`config.mk`:
```
export PLATFORM = sky130hd
export DESIGN_NAME = ufc_flow_ctrl
export DESIGN_NICKNAME = d
export VERILOG_FILES = /design/src/rtl/ufc_pkg.sv /design/src/rtl/ufc_buf_if.sv /design/src/rtl/ufc_buf2.sv /design/src/rtl/ufc_flow_ctrl.sv
export VERILOG_INCLUDE_DIRS = /design/src /design/src/rtl
export SDC_FILE = /design/constraint.sdc
export NUM_CORES = 1
export LEC_CHECK = 0
export BUFFER_PORTS_ARGS = -buffer_cell sky130_fd_sc_hd__clkbuf_2
export CORE_UTILIZATION = 58
export CTS_BUF_LIST = sky130_fd_sc_hd__clkbuf_8 sky130_fd_sc_hd__clkbuf_16
export DETAILED_ROUTE_END_ITERATION = 16
export PLACE_DENSITY = 0.85
export SYNTH_ARGS = -nofsm -noshare
export SYNTH_HDL_FRONTEND = slang
export SYNTH_SLANG_ARGS = --single-unit
```
`constraint.sdc`:
```
create_clock -name clk_sys -period 6.5 [get_ports clk_sys]
set_clock_uncertainty 0.2 [all_clocks]
set_input_delay 1.625 -clock clk_sys [delete_from_list [all_inputs] [get_ports clk_sys]]
set_output_delay 1.625 -clock clk_sys [all_outputs]
set_load 0.005 [all_outputs]
```
`src/rtl/ufc_cfg.svh`:
```
// constants for the fifo trigger and flow control block
// assumes bit positions of the host-visible control words below
`ifndef UFC_CFG_SVH
`define UFC_CFG_SVH
// legacy tables, four 8-bit entries indexed by the 2-bit code
`define UFC_RX_LVLS 32'h1c18_1008
`define UFC_RESUME_LVLS 32'h170f_0700
`define UFC_TX_LVLS 32'h1e18_0810
`define UFC_LEGACY_DEPTH 8'h20
`define UFC_EXT_DEPTH 8'h80
`define UFC_OFF_DEPTH 8'h01
// fifo_control fields
`define UFC_FCR_EN 0
`define UFC_FCR_TX_LO 4
`define UFC_FCR_RX_LO 6
// enhanced_features fields
`define UFC_EFR_RXSW 1
`define UFC_EFR_RXDBL 0
`define UFC_EFR_TXSW 3
`define UFC_EFR_TXDBL 2
`define UFC_EFR_TXLVL 4
`define UFC_EFR_RTS 6
`define UFC_EFR_CTS 7
// irq_mask, aux control, line format fields
`define UFC_IER_RX 0
`define UFC_IER_XOFF 5
`define UFC_IER_CTS 7
`define UFC_AUX_REMAP 2
`define UFC_LCR_STOP 2
`define UFC_LCR_PAR 3
// time-out length in character times
`define UFC_TIMEOUT_CHARS 3'h4
`endif

```
`src/rtl/ufc_pkg.sv`:
```
// types shared by the flow control block
// assumes ufc_cfg.svh holds the numeric constants
package ufc_pkg;
    typedef logic [7:0] ufc_char_t;
    typedef enum logic [1:0] {UFC_IDLE, UFC_SEND1, UFC_SEND2} ufc_send_e;
endpackage

```
`src/rtl/ufc_buf_if.sv`:
```
// push side of the receive data buffer
// assumes a single clock shared by both ends
`timescale 1ns/1ns
interface ufc_buf_if #(parameter int W = 8);
    logic valid;
    logic ready;
    logic [W-1:0] data;
    modport src (output valid, output data, input ready);
    modport dst (input valid, input data, output ready);
endinterface

```
`src/rtl/ufc_buf2.sv`:
```
// small valid/ready buffer between filter and receive fifo
// assumes flush is a one-cycle pulse on the same clock
`timescale 1ns/1ns
module ufc_buf2 #(
    parameter int W = 8,
    parameter int DEPTH = 2
) (
    input wire logic clk_sys,
    input wire logic resetn,
    input wire logic flush,
    ufc_buf_if.dst in,
    output logic outValid,
    output logic [W-1:0] outData,
    input wire logic outReady
);
    localparam int AW = $clog2(DEPTH);
    generate
        if (DEPTH < 2 || (DEPTH & (DEPTH - 1)) != 0) begin : g_chk
            $error("buffer depth must be a power of two, at least 2");
        end
    endgenerate
    logic [W-1:0] mem_reg [DEPTH];
    logic [AW-1:0] wrPtr_reg;
    logic [AW-1:0] rdPtr_reg;
    logic [AW:0] cnt_reg;
    logic push;
    logic pop;
    assign in.ready = (cnt_reg != (AW + 1)'(DEPTH));
    assign outValid = (cnt_reg != '0);
    assign outData = mem_reg[rdPtr_reg];
    assign push = in.valid && in.ready;
    assign pop = outValid && outReady;
    always_ff @(posedge clk_sys) begin
        if (push) begin
            mem_reg[wrPtr_reg] <= in.data;
        end
    end
    always_ff @(posedge clk_sys or negedge resetn) begin
        if (!resetn) begin
            wrPtr_reg <= '0;
            rdPtr_reg <= '0;
            cnt_reg <= '0;
        end else if (flush) begin
            wrPtr_reg <= '0;
            rdPtr_reg <= '0;
            cnt_reg <= '0;
        end else begin
            wrPtr_reg <= wrPtr_reg + AW'(push);
            rdPtr_reg <= rdPtr_reg + AW'(pop);
            cnt_reg <= cnt_reg + (AW + 1)'(push) - (AW + 1)'(pop);
        end
    end
    buf_bound_a: assert property (@(posedge clk_sys) disable iff (!resetn)
        cnt_reg <= (AW + 1)'(DEPTH)) else $error("buffer count overrun");
    buf_hold_a: assert property (@(posedge clk_sys) disable iff (!resetn)
        outValid && !outReady && !flush |=> outValid && $stable(outData))
        else $error("stalled word changed");
endmodule

```
`src/rtl/ufc_flow_ctrl.sv`:
```
// fifo trigger levels, fifo flush, hardware and xon/xoff flow control
// assumes receiver, transmitter and fifos on clk_sys; pins asynchronous
// Functional notes
// RULE1: all thresholds zero: legacy levels, 32 deep
// RULE2: fifo_control bit 0 enables both fifos
// RULE3: tx level active only after enhanced bit 4
// RULE4: legacy tables for rx, resume, tx levels
// RULE5: receive time-out interrupt for sub-trigger data
// RULE6: any threshold nonzero: programmable 1..128 levels
// RULE7: flush fifos on enable or mode change
// RULE8: enhanced bits 6 and 7 enable auto rts/cts
// RULE9: cts rise flags, holds tx until low
// RULE10: aux bit 2 moves flow to dsr/dtr
// RULE11: rts stops above trigger, resumes below
// RULE12: receive keeps filling while rts is off
// RULE13: extended mode uses stop and resume levels
// RULE14: software keeps stop above resume, unchecked
// RULE15: software loads levels before enabling flow
// RULE16: xoff match halts tx after current char
// RULE17: xoff match sets status, raises interrupt
// RULE18: xon match resumes tx, clears status
// RULE19: reset clears the four flow characters
// RULE20: double mode matches two consecutive chars
// RULE21: matched flow chars never enter fifo
// RULE22: send xoff above level, xon below resume
// RULE23: time-out after four idle char times
// RULE24: software selects threshold bank before access
// RULE25: match width follows programmed word length
// RULE26: low enhanced bits select software flow modes
`timescale 1ns/1ns
`include "ufc_cfg.svh"
module ufc_flow_ctrl
    import ufc_pkg::*;
#(
    parameter int BUF_DEPTH = 2
) (
    input wire logic clk_sys,
    input wire logic resetn,
    input wire logic [7:0] fifoControl,
    input wire logic [7:0] enhancedFeatures,
    input wire logic [7:0] irqMask,
    input wire logic [7:0] auxFeatureControlOne,
    input wire logic [7:0] lineFormatControl,
    input wire logic [7:0] txIrqThreshold,
    input wire logic [7:0] rxIrqThreshold,
    input wire logic [7:0] flowStopLevel,
    input wire logic [7:0] flowResumeLevel,
    input wire logic charWrEn,
    input wire logic [1:0] charWrSel,
    input wire logic [7:0] charWrData,
    input wire logic [7:0] rxCount,
    input wire logic [7:0] txCount,
    input wire logic hostRead,
    input wire logic bitTick,
    input wire logic stopMid,
    input wire logic rxInValid,
    input wire logic [7:0] rxInData,
    output logic rxInReady,
    output logic fifoWrValid,
    output logic [7:0] fifoWrData,
    input wire logic fifoWrReady,
    output logic sendValid,
    output logic [7:0] sendData,
    input wire logic sendReady,
    input wire logic ctsN,
    input wire logic dsrN,
    input wire logic modemRts,
    input wire logic modemDtr,
    output logic rtsN,
    output logic dtrN,
    input wire logic statusClear,
    output logic txHold,
    output logic fifoFlush,
    output logic [7:0] fifoDepth,
    output logic rxTrigIrq,
    output logic txTrigIrq,
    output logic rxTimeout,
    output logic xoffFlag,
    output logic ctsFlag,
    output logic rxIntr
);
    generate
        if (BUF_DEPTH != 2) begin : g_chk
            $error("receive buffer is sized for two entries");
        end
    endgenerate

    function automatic logic [7:0] pick(input logic [31:0] tbl, input logic [1:0] code);
        pick = tbl[{code, 3'b000} +: 8];
    endfunction

    function automatic logic [7:0] maskWl(input logic [7:0] c, input logic [1:0] wl);
        maskWl = c & (8'hff >> (2'h3 - wl));
    endfunction

    ufc_buf_if #(.W(8)) bufIn ();

    logic extMode;
    logic fifosOn;
    logic [7:0] rxTrig;
    logic [7:0] txTrig;
    logic [7:0] stopLvl;
    logic [7:0] resumeLvl;
    logic fifosOn_reg;
    logic extMode_reg;
    logic flush_reg;
    logic [7:0] depth_reg;
    logic [7:0] xon1_reg;
    logic [7:0] xon2_reg;
    logic [7:0] xoff1_reg;
    logic [7:0] xoff2_reg;
    logic ctsMeta_reg;
    logic ctsSync_reg;
    logic dsrMeta_reg;
    logic dsrSync_reg;
    logic flowInPrev_reg;
    logic flowIn;
    logic autoRts;
    logic autoCts;
    logic remap;
    logic flowOff_reg;
    logic flowOffPrev_reg;
    logic xoffHold_reg;
    logic xoffFlag_reg;
    logic ctsFlag_reg;
    logic rxTrig_reg;
    logic txTrig_reg;
    logic [5:0] toCnt_reg;
    logic toFlag_reg;
    logic [5:0] toLimit;
    logic pend_reg;
    logic [7:0] pendData_reg;
    logic pendOn_reg;
    ufc_send_e send_reg;
    logic sendOff_reg;
    logic [7:0] sendData_reg;
    logic [7:0] rc;
    logic swRx;
    logic dbl;
    logic take;
    logic m1Off;
    logic m1On;
    logic m2Off;
    logic m2On;
    logic xoffHit;
    logic xonHit;
    logic dropChar;
    logic emitPend;

    // RULE1 legacy select
    assign extMode = (txIrqThreshold | rxIrqThreshold | flowStopLevel | flowResumeLevel) != 8'h00;
    // RULE2 fifo enable
    assign fifosOn = fifoControl[`UFC_FCR_EN];

    // RULE4 legacy tables
    // RULE6 extended thresholds
    // RULE13 extended flow levels
    always_comb begin
        if (extMode) begin
            rxTrig = rxIrqThreshold;
            txTrig = txIrqThreshold;
            stopLvl = flowStopLevel;
            resumeLvl = flowResumeLevel;
        end else begin
            rxTrig = pick(`UFC_RX_LVLS, fifoControl[`UFC_FCR_RX_LO +: 2]);
            stopLvl = rxTrig;
            resumeLvl = pick(`UFC_RESUME_LVLS, fifoControl[`UFC_FCR_RX_LO +: 2]);
            // RULE3 tx level gated
            if (enhancedFeatures[`UFC_EFR_TXLVL]) begin
                txTrig = pick(`UFC_TX_LVLS, fifoControl[`UFC_FCR_TX_LO +: 2]);
            end else begin
                txTrig = pick(`UFC_TX_LVLS, 2'b00);
            end
        end
    end

    // RULE7 flush on change
    always_ff @(posedge clk_sys or negedge resetn) begin
        if (!resetn) begin
            fifosOn_reg <= 1'b0;
            extMode_reg <= 1'b0;
            flush_reg <= 1'b0;
            depth_reg <= `UFC_OFF_DEPTH;
        end else begin
            fifosOn_reg <= fifosOn;
            extMode_reg <= extMode;
            flush_reg <= (fifosOn != fifosOn_reg) || (extMode != extMode_reg);
            // RULE2 fifo depth
            depth_reg <= !fifosOn ? `UFC_OFF_DEPTH : extMode ? `UFC_EXT_DEPTH : `UFC_LEGACY_DEPTH;
        end
    end
    assign fifoFlush = flush_reg;
    assign fifoDepth = depth_reg;

    // RULE19 flow characters reset
    always_ff @(posedge clk_sys or negedge resetn) begin
        if (!resetn) begin
            xon1_reg <= 8'h00;
            xon2_reg <= 8'h00;
            xoff1_reg <= 8'h00;
            xoff2_reg <= 8'h00;
        end else if (charWrEn) begin
            case (charWrSel)
                2'h0: xon1_reg <= charWrData;
                2'h1: xon2_reg <= charWrData;
                2'h2: xoff1_reg <= charWrData;
                default: xoff2_reg <= charWrData;
            endcase
        end
    end

    // modem pins are asynchronous
    always_ff @(posedge clk_sys or negedge resetn) begin
        if (!resetn) begin
            ctsMeta_reg <= 1'b0;
            ctsSync_reg <= 1'b0;
            dsrMeta_reg <= 1'b0;
            dsrSync_reg <= 1'b0;
            flowInPrev_reg <= 1'b0;
        end else begin
            ctsMeta_reg <= ctsN;
            ctsSync_reg <= ctsMeta_reg;
            dsrMeta_reg <= dsrN;
            dsrSync_reg <= dsrMeta_reg;
            flowInPrev_reg <= flowIn;
        end
    end

    // RULE8 auto enables
    assign autoRts = enhancedFeatures[`UFC_EFR_RTS];
    assign autoCts = enhancedFeatures[`UFC_EFR_CTS];
    // RULE10 dsr/dtr remap
    assign remap = auxFeatureControlOne[`UFC_AUX_REMAP];
    assign flowIn = remap ? dsrSync_reg : ctsSync_reg;

    // RULE11 stop/resume hysteresis
    // RULE22 same levels for xoff/xon
    always_ff @(posedge clk_sys or negedge resetn) begin
        if (!resetn) begin
            flowOff_reg <= 1'b0;
            flowOffPrev_reg <= 1'b0;
        end else begin
            flowOffPrev_reg <= flowOff_reg;
            if (flush_reg) begin
                flowOff_reg <= 1'b0;
            end else if (rxCount >= stopLvl) begin
                flowOff_reg <= 1'b1;
            end else if (rxCount <= resumeLvl) begin
                flowOff_reg <= 1'b0;
            end
        end
    end
    // RULE10 pin steering
    assign rtsN = (!remap && autoRts && flowOff_reg) ? 1'b1 : !modemRts;
    assign dtrN = (remap && autoRts && flowOff_reg) ? 1'b1 : !modemDtr;

    // RULE5 trigger interrupts
    always_ff @(posedge clk_sys or negedge resetn) begin
        if (!resetn) begin
            rxTrig_reg <= 1'b0;
            txTrig_reg <= 1'b0;
        end else begin
            rxTrig_reg <= fifosOn && rxCount >= rxTrig && rxCount != 8'h00;
            txTrig_reg <= fifosOn && txCount <= txTrig;
        end
    end
    assign rxTrigIrq = rxTrig_reg;
    assign txTrigIrq = txTrig_reg;

    // RULE23 four char time-out
    // bit count: start, data, parity, stop; 1.5 stop bits counted as 2
    assign toLimit = 6'(`UFC_TIMEOUT_CHARS) * (6'd7 + 6'(lineFormatControl[1:0])
        + 6'(lineFormatControl[`UFC_LCR_PAR]) + 6'(lineFormatControl[`UFC_LCR_STOP]));
    always_ff @(posedge clk_sys or negedge resetn) begin
        if (!resetn) begin
            toCnt_reg <= 6'h00;
            toFlag_reg <= 1'b0;
        end else if (stopMid || hostRead || rxCount == 8'h00 || flush_reg) begin
            toCnt_reg <= 6'h00;
            toFlag_reg <= 1'b0;
        end else if (bitTick && !toFlag_reg) begin
            if (toCnt_reg + 6'h01 >= toLimit) begin
                toFlag_reg <= 1'b1;
            end
            toCnt_reg <= toCnt_reg + 6'h01;
        end
    end
    assign rxTimeout = toFlag_reg;

    // RULE26 software flow modes
    assign swRx = enhancedFeatures[`UFC_EFR_RXSW];
    assign dbl = enhancedFeatures[`UFC_EFR_RXDBL];
    // RULE25 word-length compare
    assign rc = maskWl(rxInData, lineFormatControl[1:0]);
    assign m1Off = rc == maskWl(xoff1_reg, lineFormatControl[1:0]);
    assign m1On = rc == maskWl(xon1_reg, lineFormatControl[1:0]);
    assign m2Off = rc == maskWl(xoff2_reg, lineFormatControl[1:0]);
    assign m2On = rc == maskWl(xon2_reg, lineFormatControl[1:0]);

    // RULE20 two-char sequence
    assign emitPend = pend_reg && rxInValid
        && !(pendOn_reg ? m2On : m2Off);
    assign xoffHit = swRx && rxInValid && (dbl ? (pend_reg && !pendOn_reg && m2Off) : m1Off);
    assign xonHit = swRx && rxInValid && (dbl ? (pend_reg && pendOn_reg && m2On) : m1On);
    // RULE21 matched chars dropped
    assign dropChar = xoffHit || xonHit
        || (swRx && dbl && !pend_reg && (m1Off || m1On));
    // RULE12 only buffer space or emitting the pending char stalls receive
    assign rxInReady = !emitPend && bufIn.ready;
    assign take = rxInValid && rxInReady;

    always_ff @(posedge clk_sys or negedge resetn) begin
        if (!resetn) begin
            pend_reg <= 1'b0;
            pendOn_reg <= 1'b0;
            pendData_reg <= 8'h00;
        end else if (flush_reg || !swRx || !dbl) begin
            pend_reg <= 1'b0;
        end else if (emitPend && bufIn.ready) begin
            pend_reg <= 1'b0;
        end else if (take) begin
            pend_reg <= !pend_reg && (m1Off || m1On);
            pendOn_reg <= m1On;
            pendData_reg <= rxInData;
        end
    end

    assign bufIn.valid = emitPend || (take && !dropChar);
    assign bufIn.data = emitPend ? pendData_reg : rxInData;

    ufc_buf2 #(.W(8), .DEPTH(BUF_DEPTH)) u_buf (
        .clk_sys(clk_sys),
        .resetn(resetn),
        .flush(flush_reg),
        .in(bufIn),
        .outValid(fifoWrValid),
        .outData(fifoWrData),
        .outReady(fifoWrReady)
    );

    // RULE16 xoff suspends
    // RULE18 xon resumes
    // RULE17 xoff status, set wins
    always_ff @(posedge clk_sys or negedge resetn) begin
        if (!resetn) begin
            xoffHold_reg <= 1'b0;
            xoffFlag_reg <= 1'b0;
        end else begin
            if (xoffHit) begin
                xoffHold_reg <= 1'b1;
            end else if (xonHit || !swRx) begin
                xoffHold_reg <= 1'b0;
            end
            if (xoffHit && irqMask[`UFC_IER_XOFF]) begin
                xoffFlag_reg <= 1'b1;
            end else if (xonHit || statusClear) begin
                xoffFlag_reg <= 1'b0;
            end
        end
    end

    // RULE9 cts rise flag, set wins
    always_ff @(posedge clk_sys or negedge resetn) begin
        if (!resetn) begin
            ctsFlag_reg <= 1'b0;
        end else if (autoCts && flowIn && !flowInPrev_reg && irqMask[`UFC_IER_CTS]) begin
            ctsFlag_reg <= 1'b1;
        end else if (statusClear) begin
            ctsFlag_reg <= 1'b0;
        end
    end
    assign xoffFlag = xoffFlag_reg;
    assign ctsFlag = ctsFlag_reg;
    // transmitter samples hold only between characters
    assign txHold = (autoCts && flowIn) || xoffHold_reg;
    assign rxIntr = irqMask[`UFC_IER_RX] && (rxTrig_reg || toFlag_reg || xoffFlag_reg);

    // RULE22 xoff/xon insertion
    always_ff @(posedge clk_sys or negedge resetn) begin
        if (!resetn) begin
            send_reg <= UFC_IDLE;
            sendOff_reg <= 1'b0;
            sendData_reg <= 8'h00;
        end else begin
            case (send_reg)
                UFC_IDLE: begin
                    if (enhancedFeatures[`UFC_EFR_TXSW] && flowOff_reg != flowOffPrev_reg) begin
                        sendOff_reg <= flowOff_reg;
                        sendData_reg <= flowOff_reg ? xoff1_reg : xon1_reg;
                        send_reg <= UFC_SEND1;
                    end
                end
                UFC_SEND1: begin
                    if (sendReady) begin
                        sendData_reg <= sendOff_reg ? xoff2_reg : xon2_reg;
                        send_reg <= enhancedFeatures[`UFC_EFR_TXDBL] ? UFC_SEND2 : UFC_IDLE;
                    end
                end
                UFC_SEND2: begin
                    if (sendReady) begin
                        send_reg <= UFC_IDLE;
                    end
                end
                default: send_reg <= UFC_IDLE;
            endcase
        end
    end
    assign sendValid = send_reg != UFC_IDLE;
    assign sendData = sendData_reg;

    legacy_depth_a: assert property (@(posedge clk_sys) disable iff (!resetn) // RULE1
        fifosOn && !extMode |=> depth_reg == `UFC_LEGACY_DEPTH)
        else $error("legacy depth wrong");
    off_depth_a: assert property (@(posedge clk_sys) disable iff (!resetn) // RULE2
        !fifosOn |=> depth_reg == `UFC_OFF_DEPTH)
        else $error("disabled depth wrong");
    mode_flush_a: assert property (@(posedge clk_sys) disable iff (!resetn) // RULE7
        $changed(extMode) |-> ##1 fifoFlush)
        else $error("mode change did not flush");
    cts_flag_a: assert property (@(posedge clk_sys) disable iff (!resetn) // RULE9
        autoCts && irqMask[7] && $rose(flowIn) |=> ctsFlag)
        else $error("cts rise not flagged");
    rts_off_a: assert property (@(posedge clk_sys) disable iff (!resetn) // RULE11
        autoRts && !remap && !flush_reg && rxCount >= stopLvl |=> rtsN)
        else $error("rts not stopped at level");
    xoff_hold_a: assert property (@(posedge clk_sys) disable iff (!resetn) // RULE16
        xoffHit |=> txHold)
        else $error("xoff did not hold tx");
    xon_clear_a: assert property (@(posedge clk_sys) disable iff (!resetn) // RULE18
        xonHit && !xoffHit |=> !xoffFlag_reg && !xoffHold_reg)
        else $error("xon did not resume");
    drop_match_a: assert property (@(posedge clk_sys) disable iff (!resetn) // RULE21
        take && xoffHit && !emitPend |-> !bufIn.valid)
        else $error("flow char stored");
    timeout_a: assert property (@(posedge clk_sys) disable iff (!resetn) // RULE23
        $rose(toFlag_reg) |-> $past(rxCount) != 8'h00 && $past(toCnt_reg) + 6'h01 >= toLimit)
        else $error("early time-out");
    send_xoff_a: assert property (@(posedge clk_sys) disable iff (!resetn) // RULE22
        $rose(sendValid) && sendOff_reg |-> sendData == xoff1_reg)
        else $error("xoff not sent first");

    xoff_c: cover property (@(posedge clk_sys) disable iff (!resetn) xoffHit ##[1:50] xonHit);
    flush_c: cover property (@(posedge clk_sys) disable iff (!resetn) fifoFlush);
    dbl_send_c: cover property (@(posedge clk_sys) disable iff (!resetn) send_reg == UFC_SEND2);
    to_c: cover property (@(posedge clk_sys) disable iff (!resetn) $rose(rxTimeout));
endmodule

```
==> results.md, run 1 <==
- # H-tree levels: 3
- Synth unique cells: 56
- Synth Area in Compound Gates: 10.2%
- # nets final: ~830
- Via Count: 4,467
- Placer Congestion: 0.895
- Syn. warnings: 0
- First-pass GRT wire length: between 20,000 and 25,000 microns
- Max-Cap Viols: 0
- Crit path largest cell delay: between 0.2 and 0.25 ns
- IO buf count: between 100 and 150
- CP Capture Type: output pin
- Die ar.: ~11,000 sq um
- Flop and latch count out of synthesis: a little under 100
- CTS tree: yes
- Max Slew Vio Count: 0
- Worst-Skew Late Latency: 0.36 ns
- Synthesized area per cell: 11.0 sq um
- CTS sink count: 98
- Relative slew slack: around 28%
- Drc violations: 0
- Asr flop ratio synth: between 80 and 90%
- CTS Buffer Depth: 2
- Most frequent cells in the layout: clkbuf_2 (130), dfrtp_1 (81), mux2_2 (54), ha_1 (46), xnor2_1 (40)
- Clock network power share: between 20% and 30%
- Req. time, crit path: 4.68 ns
- M1 wire length: ~5700 microns
- Highest routed layer: met4
- Status: completed
- Total global-route track usage: 26.3%
- Final Core Density: a little over two thirds
- Per-cell routed wire length: roughly 16 microns
- Setup Fix Bufs, Post-CTS: 0
- ANT cells: 0
- NetSw: between 0.5 and 0.6 mW
- Starting DRT DRC Count: 217
- Metal3 WL: just under 700 microns
- Ys flop type: dfrtp_1
- CP Cell Sequence: clkbuf_2 -> xnor2_1 -> o211ai_1 -> a211oi_2 -> nor3_1 -> buf_4 -> nor2_1 -> clkbuf_2
- Final number of setup-violating endpoints: 0
- I/O pins: 157
- Power per cell area: ~270 nW/um^2
- Cts repair resizes: 0
- Cell area after synthesis: 5870 sq um
- Clk slew on worst S/H paths: 0.09 ns
- Total wire length: about 13,000 microns
- Xor and xnor area share after synthesis: roughly 6.7%
- Row cnt: 36
- Peak VDD IR: ~0.00021 V
- Layout cells sized above 1: approximately 33%
- Worst R2R Setup Slack: between 3 and 4 ns
- RSZ-0062 raised after global routing: no
- Fin. Hold Viols: 0
- Initial antenna violation count: 0
- Adder-Cell Fraction of Synth Area: between 10% and 20%
- Largest family of logic cells by synthesized area: multiplexers
- Hold buffer count at CTS: 0
- Vias per cell: 5.60
- Largest register FFs: 16
- Startpoint types: input pin
- Worst flop-to-flop path endpoint: pendData_reg[6]
- Die Height: 103 microns
- CP max FO: 11
- Area Growth Syn to Fin: 16.3%
- Pleak: roughly 3.2 nW
- Area after DPL: 6600 sq um
- Commonest non-fill, non-tap cell in the layout: clkbuf_2
- GRT Residual Overflow: 0
- Routed Antenna Nets: 0
- Critical-path top delay cell: a211oi_2
- Hold Crit Class: flop to flop
- CTS Buf Count: 9
- Setup crit start: rxInData[5]
- Portion of total power attributed to sequential cells: a little under half
- Arr. time, crit path: between 2 and 3 ns
- Most used cell, CP: clkbuf_2
- Synthesized-area fraction occupied by and/or/nand/nor cells: approximately 11%
- Mux share of post-synthesis cell area: between 10% and 20%
- Setup Crit Path Kind: input pin to output pin
- Post-DP HPWL: just over 10,000 microns
- Hold path endpoint: dsrSync_reg
- Number of enable flip-flop cells after synthesis: 16
- Root Buffer Master: clkbuf_8
- Power Internal: roughly 1.3 mW
- Max Fclk: 213 MHz
- DRT Pass-1 Iters: 4
- Starting Density: approximately three fifths
- WL met2: 6550 microns
- Final Cell Area: around 7000 sq um
- Power share of the combinational group: between 20% and 30%
- Sequential fraction of the synthesis area: between 40% and 50%
- Largest net degree at the start of global routing: 83
- Vias in the first global route: about 4,500
- Core area: a little under 10,000 sq um
- Total Neg Setup Slack: 0 ns
- Final min period: 4.69 ns
- Switching portion of total power: 30.9%
- Hold Path Depth: 0
- Worst r2r src: xoff2_reg[1]
- R2R depth: 7
- Die Span X: just over 100 microns
- Hold_sp: dsrMeta_reg
- Least-Margin Pin Slew: ~1.1 ns
- Final worst path period share: 72.1%
- Synthesized instance count: 535
-- critical path, delay by kind of cell --
| family | cells | cell delay, ns |
|---|---|---|
| xor gates and xnor gates | 1 | 0.20 |
| and+or+nand+nor | 2 | 0.19 |
| buffers and inverters | 3 | 0.48 |
| AOI/OAI and AO/OA | 2 | 0.36 |
-- worst max path at each step --
stage / depth (start not counted) / endpoint
floorplan: 7 / rxInReady
global placement: 8 / rxInReady
detailed placement: 8 / rxInReady
CTS: 8 / rxInReady
global route: 8 / rxInReady
finish: 8 / rxInReady
-- cells in the mapped netlist, types with 2 or more instances --
cell type   n  share of area [%]
dfrtp_1    81                 35
mux2_2     54                 10
ha_1       46                9.8
xnor2_1    40                6.0
inv_1      32                2.0
a21oi_1    27                2.3
nand2_1    19                1.2
nor2_1     19                1.2
o21ai_0    17                1.5
edfxtp_1   16                8.2
nor2b_1    15                1.6
mux2_1     12                2.3
nor4_1     12                1.3
clkbuf_1   10               0.64
nand2b_1   10                1.1
a211oi_1    9                1.2
buf_2       9               0.77
mux2i_1     9                1.5
nand3_1     9               0.77
nand4_1     8               0.85
buf_4       7               0.90
a21o_1      6               0.77
o21a_1      5               0.64
or2_2       5               0.53
xor2_1      5               0.75
nor3_1      4               0.34
o211ai_1    4               0.51
o22ai_1     4               0.43
or3_1       4               0.43
and3_1      3               0.32
nand3b_1    3               0.38
o21ai_1     3               0.26
a211oi_2    2               0.43
a21boi_0    2               0.26
a31oi_1     2               0.21
o32ai_1     2               0.30
-- metrics by stage --
stage	std cells	power, mW	hold WS (ns)	worst slack [ns]
after floorplan	539	1.19	0.131	1.98
after global placement	781	1.35	0.132	1.81
after detailed placement	781	1.38	0.145	1.82
after CTS	797	1.82	0.167	1.81
after global routing	797	1.92	0.173	1.66
final	797	1.82	0.165	1.81
-- routing by layer --
metal	GRT usage [%]	vias to the layer above
li1	-	2152
met1	32.7	2187
met2	45.5	112
met3	5.36	16
met4	9.01	0
met5	0	-
-- kinds of logic (layout without fill, tap and decap cells) --
family,Yosys count,in the layout
AOI/OAI and AO/OA,93,93
xor gates and xnor gates,45,45
adders and majority gates,47,47
buffers and inverters,59,184
DFF,98,98
muxes,75,75
other,1,5
and+or+nand+nor,117,117
-- area by class of cell --
type / instances / area [sq um]
Fill cell: 754 / 2950
Clock inverter: 7 / 100
Sequential cell: 98 / 2530
Tap cell: 133 / 166
Multi-Input combinational cell: 382 / 3090
Clock buffer: 9 / 124
Inverter: 33 / 124
Timing Repair Buffer: 135 / 688
-- power by group through the flow --
stage,registers (mW),clock network [mW],logic (mW)
after global placement,0.855,0,0.496
final,0.854,0.439,0.523
after detailed placement,0.865,0,0.519
after floorplan,0.827,0,0.361
after CTS,0.853,0.446,0.525
after global routing,0.871,0.470,0.582
Power figures use the tool's default switching activity.
==> run 2, diff against run 1 <==
--- a/config.mk
+++ b/config.mk
@@ -6,11 +6,12 @@
 export SDC_FILE = /design/constraint.sdc
 export NUM_CORES = 1
 export LEC_CHECK = 0
+export ABC_AREA = 1
 export BUFFER_PORTS_ARGS = -buffer_cell sky130_fd_sc_hd__clkbuf_2
-export CORE_UTILIZATION = 58
+export CORE_UTILIZATION = 49
 export CTS_BUF_LIST = sky130_fd_sc_hd__clkbuf_8 sky130_fd_sc_hd__clkbuf_16
 export DETAILED_ROUTE_END_ITERATION = 16
-export PLACE_DENSITY = 0.85
+export PLACE_DENSITY = 0.76
 export SYNTH_ARGS = -nofsm -noshare
 export SYNTH_HDL_FRONTEND = slang
 export SYNTH_SLANG_ARGS = --single-unit
==> constraint.sdc (replaced) <==
create_clock -name clk_sys -period 4.2 [get_ports clk_sys]
set_clock_uncertainty 0.2 [all_clocks]
set_input_delay 1.05 -clock clk_sys [delete_from_list [all_inputs] [get_ports clk_sys]]
set_output_delay 1.05 -clock clk_sys [all_outputs]
set_load 0.005 [all_outputs]
==> run 2 against run 1 <==
Net effect: synthesized area grew 3.4%; first-iteration DRC count grew 44%; critical endpoint unchanged; setup slack lost 1.2 ns; utilization shrank 11 points; combinational power grew 52%; clock power grew 73%; global-route usage shrank 2.8 points; worst hold slack lost 0.017 ns; via count grew 20%.
==> results.md, run 2 <==
- Via Count: 5,382 (was 4,467)
- M1 wire length: 6510 microns (was 5710 microns)
- CTS Buf Count: 9 (unchanged)
- Hold Crit Class: flop to flop (unchanged)
- Ys flop type: dfrtp_1 (unchanged)
- Worst R2R Setup Slack: 1.67 ns (was 3.60 ns)
- Final Core Density: 59.1% (was 69.8%)
- Die Height: 113 microns (was 103 microns)
- Max-Cap Viols: 0 (unchanged)
- WL met2: 6240 microns (was 6550 microns)
- Die ar.: 12,800 sq um (was 10,500 sq um)
- Startpoint types: input pin (unchanged)
- CTS Buffer Depth: 2 (unchanged)
- Setup crit start: lineFormatControl[1] (was rxInData[5])
- Asr flop ratio synth: 83.7% (unchanged)
- Row cnt: 40 (was 36)
- Pleak: 3.84 nW (was 3.19 nW)
- Root Buffer Master: clkbuf_16 (was clkbuf_8)
- # nets final: 1,069 (was 826)
- Core area: 12,100 sq um (was 9770 sq um)
- Cts repair resizes: 0 (unchanged)
- Final number of setup-violating endpoints: 0 (unchanged)
- GRT Residual Overflow: 0 (unchanged)
- Initial antenna violation count: 0 (unchanged)
- Cell with the most instances after synthesis: nand2_1 (was dfrtp_1)
- Commonest non-fill, non-tap cell in the layout: nand2_1 (was clkbuf_2)
- Vias in the first global route: 5,124 (was 4,532)
- Die Span X: 113 microns (was 103 microns)
- Placer Congestion: 0.989 (was 0.895)
- CP Capture Type: output pin (unchanged)
- Hold path endpoint: ctsSync_reg (was dsrSync_reg)
- Setup Crit Path Kind: input pin to output pin (unchanged)
- Crit path largest cell delay: 0.19 ns (was 0.24 ns)
- Synth area leader: dfrtp_1 (unchanged)
- Worst r2r src: xoff2_reg[4] (was xoff2_reg[1])
- # H-tree levels: 3 (unchanged)
- Relative slew slack: 30.9% (was 27.9%)
- Synthesized instance count: 776 (was 535)
- I/O pins: 157 (unchanged)
- CP Cell Sequence: clkbuf_2 -> inv_2 -> nand2_1 -> nand2_1 -> nand2_1 -> nor2_2 -> nand2_2 -> nand3_4 -> nand2_1 -> inv_1 -> clkbuf_2 (was clkbuf_2 -> xnor2_1 -> o211ai_1 -> a211oi_2 -> nor3_1 -> buf_4 -> nor2_1 -> clkbuf_2)
- Critical path buffers and inverters: 4 (was 3)
- Synth area leaders: dfrtp_1 (33%), nand2_1 (13%), ha_1 (9.5%) (was dfrtp_1 (35%), mux2_2 (10%), ha_1 (9.8%))
- Synth unique cells: 41 (was 56)
- Final worst path period share: between 80% and 90%
- Max Slew Vio Count: 0 (unchanged)
- Hold_sp: ctsMeta_reg (was dsrMeta_reg)
- Largest net degree at the start of global routing: 83 (unchanged)
- Worst flop-to-flop path endpoint: u_buf.mem_reg[0][1] (was pendData_reg[6])
- DRT Pass-1 Iters: 5 (was 4)
- Per-cell routed wire length: 12.8 microns (was 16.5 microns)
- R2R depth: 12 (was 7)
- Least-Margin Pin Slew: 1.04 ns (was 1.08 ns)
- Most frequent cells in the layout: nand2_1 (211), clkbuf_2 (130), inv_1 (111), dfrtp_1 (81), o21ai_0 (69) (was clkbuf_2 (130), dfrtp_1 (81), mux2_2 (54), ha_1 (46), xnor2_1 (40))
- Setup Fix Bufs, Post-CTS: 0 (unchanged)
- Total global-route track usage: 23.5% (was 26.3%)
- Fin. Hold Viols: 0 (unchanged)
- Final min period: around 3.6 ns
- Design Power: 2.85 mW (was 1.82 mW)
- Syn. warnings: 0 (unchanged)
- Post-DP HPWL: 11,000 microns (was 10,300 microns)
- IO buf count: 131 (unchanged)
- Flop and latch count out of synthesis: 98 (unchanged)
- Layout cells sized above 1: 18.9% (was 32.7%)
- CP delay by family, top: simple AND/OR/NAND/NOR gates (was buffers and inverters)
- Area Growth Syn to Fin: 17.5% (was 16.3%)
- Clk slew on worst S/H paths: 0.06 ns (was 0.09 ns)
- Synthesized area per cell: 7.81 sq um (was 11.0 sq um)
- Total Neg Setup Slack: 0 ns (unchanged)
- First-pass GRT wire length: 23,700 microns (was 21,000 microns)
- RSZ-0062 raised after global routing: no (unchanged)
- Cell area after synthesis: 6060 sq um (was 5870 sq um)
- Hold buffer count at CTS: 0 (unchanged)
- Starting DRT DRC Count: 312 (was 217)
- Yosys top cell area share: 33.4% (was 34.6%)
- Peak VDD IR: 0.000204 V (was 0.000211 V)
- CTS sink count: 98 (unchanged)
- CTS tree: yes (unchanged)
- Drc violations: 0 (unchanged)
- Highest routed layer: met4 (unchanged)
- Routed Antenna Nets: 0 (unchanged)
- ANT cells: 0 (unchanged)
- Power per cell area: 400 nW/um^2 (was 266 nW/um^2)
- Hold Path Depth: 0 (unchanged)
- Number of enable flip-flop cells after synthesis: 16 (unchanged)
- Vias per cell: 5.01 (was 5.60)
- Largest register FFs: 16 (unchanged)
- Max Fclk: around 280 MHz
- Req. time, crit path: 2.95 ns (was 4.68 ns)
- Most used cell, CP: nand2_1 (was clkbuf_2)
- Critical-path top delay cell: nand3_4 (was a211oi_2)
- Status: completed (unchanged)
- Commonest cells in the synthesized netlist: nand2_1 (211), inv_1 (109), dfrtp_1 (81) (was dfrtp_1 (81), mux2_2 (54), ha_1 (46))
- CP max FO: 19 (was 11)
- Worst-Skew Late Latency: 0.35 ns (was 0.36 ns)
- Starting Density: 50.3% (was 60.0%)
- Sequential fraction of the synthesis area: 41.8% (was 43.2%)
- Arr. time, crit path: 2.37 ns (was 2.86 ns)
- Total wire length: 13,800 microns (was 13,100 microns)
- Metal3 WL: 671 microns (was 690 microns)
-- run 2: cell type report --
cell class	count	area (sq um)
clock buffer	10	239
timing repair buffer	133	673
fill	1114	4940
inverter	114	428
sequential	98	2530
multi-input combinational	546	3010
clock inverter	6	35.0
tap	168	210
-- run 2: power by group --
part	switching [mW]	total, mW	internal [mW]
Combinational	0.447	0.794	0.347
Sequential	0.144	1.29	1.15
Clock	0.347	0.761	0.413
Total	0.938	2.85	1.91
-- run 2: worst max path at each step --
stage                     cells past startpoint         to  slack, ns
after floorplan                              11  rxInReady       0.84
after global placement                       11  rxInReady       0.56
after detailed placement                     11  rxInReady       0.56
after CTS                                    11  rxInReady       0.56
after global routing                         11  rxInReady       0.40
final                                        11  rxInReady       0.58
-- run 2: cells by family after synthesis --
logic type	after synthesis	share of synthesized area (%)
AOI/OAI and AO/OA	134	11.8
xor gates and xnor gates	15	2.17
adders and majority gates	47	9.82
buffers and inverters	136	8.89
DFF	98	41.8
muxes	9	1.65
other	1	0.0618
and+or+nand+nor	336	23.8
-- run 2: routing by layer --
metal	vias to the layer above	GRT usage, %
li1	2766	-
met1	2426	31.2
met4	0	9.65
met3	33	3.80
met5	-	0
met2	157	38.4
-- run 2: per-stage QoR --
step	hold WS [ns]	cell area, sq um	setup slack [ns]	cells
2_1_floorplan	0.131	6080	0.839	780
3_3_place_gp	0.132	6850	0.564	1059
3_5_place_dp	0.136	6850	0.560	1059
4_1_cts	0.150	7120	0.562	1075
5_1_grt	0.164	7120	0.402	1075
6_report	0.148	7120	0.577	1075
==> run 3, diff against run 2 <==
--- a/config.mk
+++ b/config.mk
@@ -9,7 +9,7 @@
 export ABC_AREA = 1
 export BUFFER_PORTS_ARGS = -buffer_cell sky130_fd_sc_hd__clkbuf_2
 export CORE_UTILIZATION = 49
-export CTS_BUF_LIST = sky130_fd_sc_hd__clkbuf_8 sky130_fd_sc_hd__clkbuf_16
+export CTS_CLUSTER_SIZE = 40
 export DETAILED_ROUTE_END_ITERATION = 16
 export PLACE_DENSITY = 0.76
 export SYNTH_ARGS = -nofsm -noshare
==> run 3 against run 2 <==
Net effect: count of clock-buffer cells in the layout grew 2; setup slack is essentially flat; cell count is the same; routed wire length is essentially flat; total power grew 0.15%; global-route usage is the same; largest cell class unchanged.
==> results.md, run 3 (same netlist as run 2, synthesis figures left out) <==
- CP Capture Type: output pin (unchanged)
- Worst R2R Setup Slack: 1.67 ns (about the same)
- CTS Buf Count: 9 (unchanged)
- Hold_sp: ctsMeta_reg (unchanged)
- Commonest non-fill, non-tap cell in the layout: nand2_1 (unchanged)
- Initial antenna violation count: 0 (unchanged)
- M1 wire length: 6530 microns (was 6510 microns)
- Layout cells sized above 1: 18.9% (unchanged)
- Setup Fix Bufs, Post-CTS: 0 (unchanged)
- CTS Buffer Depth: 2 (unchanged)
- Starting DRT DRC Count: 312 (unchanged)
- CTS sink count: 98 (unchanged)
- Req. time, crit path: 2.95 ns (about the same)
- Setup Crit Path Kind: input pin to output pin (unchanged)
- ANT cells: 0 (unchanged)
- Vias per cell: 5.01 (unchanged)
- Per-cell routed wire length: 12.9 microns (was 12.8 microns)
- Cts repair resizes: 0 (unchanged)
- Die Span X: 113 microns (unchanged)
- Vias in the first global route: 5,124 (unchanged)
- Least-Margin Pin Slew: 1.04 ns (about the same)
- Area after DPL: 6850 sq um (unchanged)
- Arr. time, crit path: 2.37 ns (about the same)
- R2R depth: 12 (unchanged)
- Total Neg Setup Slack: 0 ns (unchanged)
- Worst-Skew Late Latency: 0.35 ns (about the same)
- DRT Pass-1 Iters: 5 (unchanged)
- Hold Crit Class: flop to flop (unchanged)
- CTS tree: yes (unchanged)
- Via Count: 5,382 (unchanged)
- RSZ-0062 raised after global routing: no (unchanged)
- Largest register FFs: 16 (unchanged)
- WL met2: 6280 microns (was 6240 microns)
- Final min period: 3.62 ns (about the same)
- Largest net degree at the start of global routing: 83 (unchanged)
- Metal3 WL: 644 microns (was 671 microns)
- CP max FO: 19 (unchanged)
- Clk slew on worst S/H paths: 0.06 ns (about the same)
- Relative slew slack: 30.8% (was 30.9%)
- Startpoint types: input pin (unchanged)
- Fin. Hold Viols: 0 (unchanged)
- # H-tree levels: 3 (unchanged)
- Final Cell Area: 7120 sq um (unchanged)
- Routed Antenna Nets: 0 (unchanged)
- Design Power: 2.85 mW (about the same)
- Most frequent cells in the layout: nand2_1 (211), clkbuf_2 (130), inv_1 (109), dfrtp_1 (81), o21ai_0 (69) (was nand2_1 (211), clkbuf_2 (130), inv_1 (111), dfrtp_1 (81), o21ai_0 (69))
- Highest routed layer: met4 (unchanged)
- First-pass GRT wire length: 23,700 microns (unchanged)
- Post-DP HPWL: 11,000 microns (unchanged)
- Max Slew Vio Count: 0 (unchanged)
- Worst r2r src: xoff2_reg[4] (unchanged)
- Placer Congestion: 0.989 (unchanged)
- Final number of setup-violating endpoints: 0 (unchanged)
- Max Fclk: 276 MHz (about the same)
- Worst flop-to-flop path endpoint: u_buf.mem_reg[1][0] (was u_buf.mem_reg[0][1])
- Row cnt: 40 (unchanged)
- Drc violations: 0 (unchanged)
- GRT Residual Overflow: 0 (unchanged)
- Hold path endpoint: ctsSync_reg (unchanged)
- Peak VDD IR: 0.000204 V (about the same)
- I/O pins: 157 (unchanged)
- Pleak: 3.83 nW (was 3.84 nW)
- Max-Cap Viols: 0 (unchanged)
- Die ar.: 12,800 sq um (unchanged)
- Die Height: 113 microns (unchanged)
- Final worst path period share: 86.3% (about the same)
- Total wire length: 13,800 microns (about the same)
- Hold buffer count at CTS: 0 (unchanged)
- Total global-route track usage: 23.5% (unchanged)
- Power per cell area: 400 nW/um^2 (about the same)
- # nets final: 1,069 (unchanged)
- Starting Density: 50.3% (unchanged)
- IO buf count: 131 (unchanged)
- Root Buffer Master: clkbuf_16 (unchanged)
- Area Growth Syn to Fin: 17.5% (unchanged)
- Hold Path Depth: 0 (unchanged)
- Status: completed (unchanged)
- Core area: 12,100 sq um (unchanged)
## run 3: changes by cell type in the layout (fill, tap and decap cells not counted)
cell and change:
clkbuf_1 +2, inv_1 -2
## run 3: worst max-delay path by stage
stage,start,endpoint,cells past startpoint
floorplan,lineFormatControl[1],rxInReady,11
global placement,lineFormatControl[1],rxInReady,11
detailed placement,lineFormatControl[1],rxInReady,11
global route,lineFormatControl[1],rxInReady,11
finish,lineFormatControl[1],rxInReady,11
CTS,lineFormatControl[1],rxInReady,11
## run 3: layout make-up
cell class	count	area [sq um]
Fill cell	1114	4940
Timing Repair Buffer	133	673
Multi-Input combinational cell	546	3010
Clock buffer	12	246
Tap cell	168	210
Inverter	114	428
Sequential cell	98	2530
Clock inverter	4	27.5
## run 3: routing by layer
| layer | GRT usage [%] | up-vias |
|---|---|---|
| li1 | - | 2765 |
| met1 | 31.2 | 2437 |
| met2 | 38.4 | 149 |
| met3 | 3.80 | 31 |
| met4 | 9.65 | 0 |
| met5 | 0 | - |
## run 3: power by group
group | leakage [nW] | switching (mW) | total [mW] | internal [mW]
Clock | 0.137 | 0.347 | 0.765 | 0.418
Combinational | 2.51 | 0.446 | 0.793 | 0.347
Sequential | 1.19 | 0.144 | 1.29 | 1.15
Total | 3.83 | 0.937 | 2.85 | 1.91
## run 3: critical path, cell delays in order
cell and delay (ns):
clkbuf_2 0.17, inv_2 0.12, nand2_1 0.15, nand2_1 0.11
nand2_1 0.06, nor2_2 0.15, nand2_2 0.09, nand3_4 0.19
nand2_1 0.11, inv_1 0.06, clkbuf_2 0.10
## run 3: metrics by stage
step	util, %	instances	hold WS (ns)	setup WS [ns]
6_report	59.1	1075	0.148	0.577
4_1_cts	59.1	1075	0.150	0.562
3_5_place_dp	56.8	1059	0.136	0.560
2_1_floorplan	-	780	0.131	0.839
5_1_grt	59.1	1075	0.164	0.402
3_3_place_gp	56.8	1059	0.132	0.564
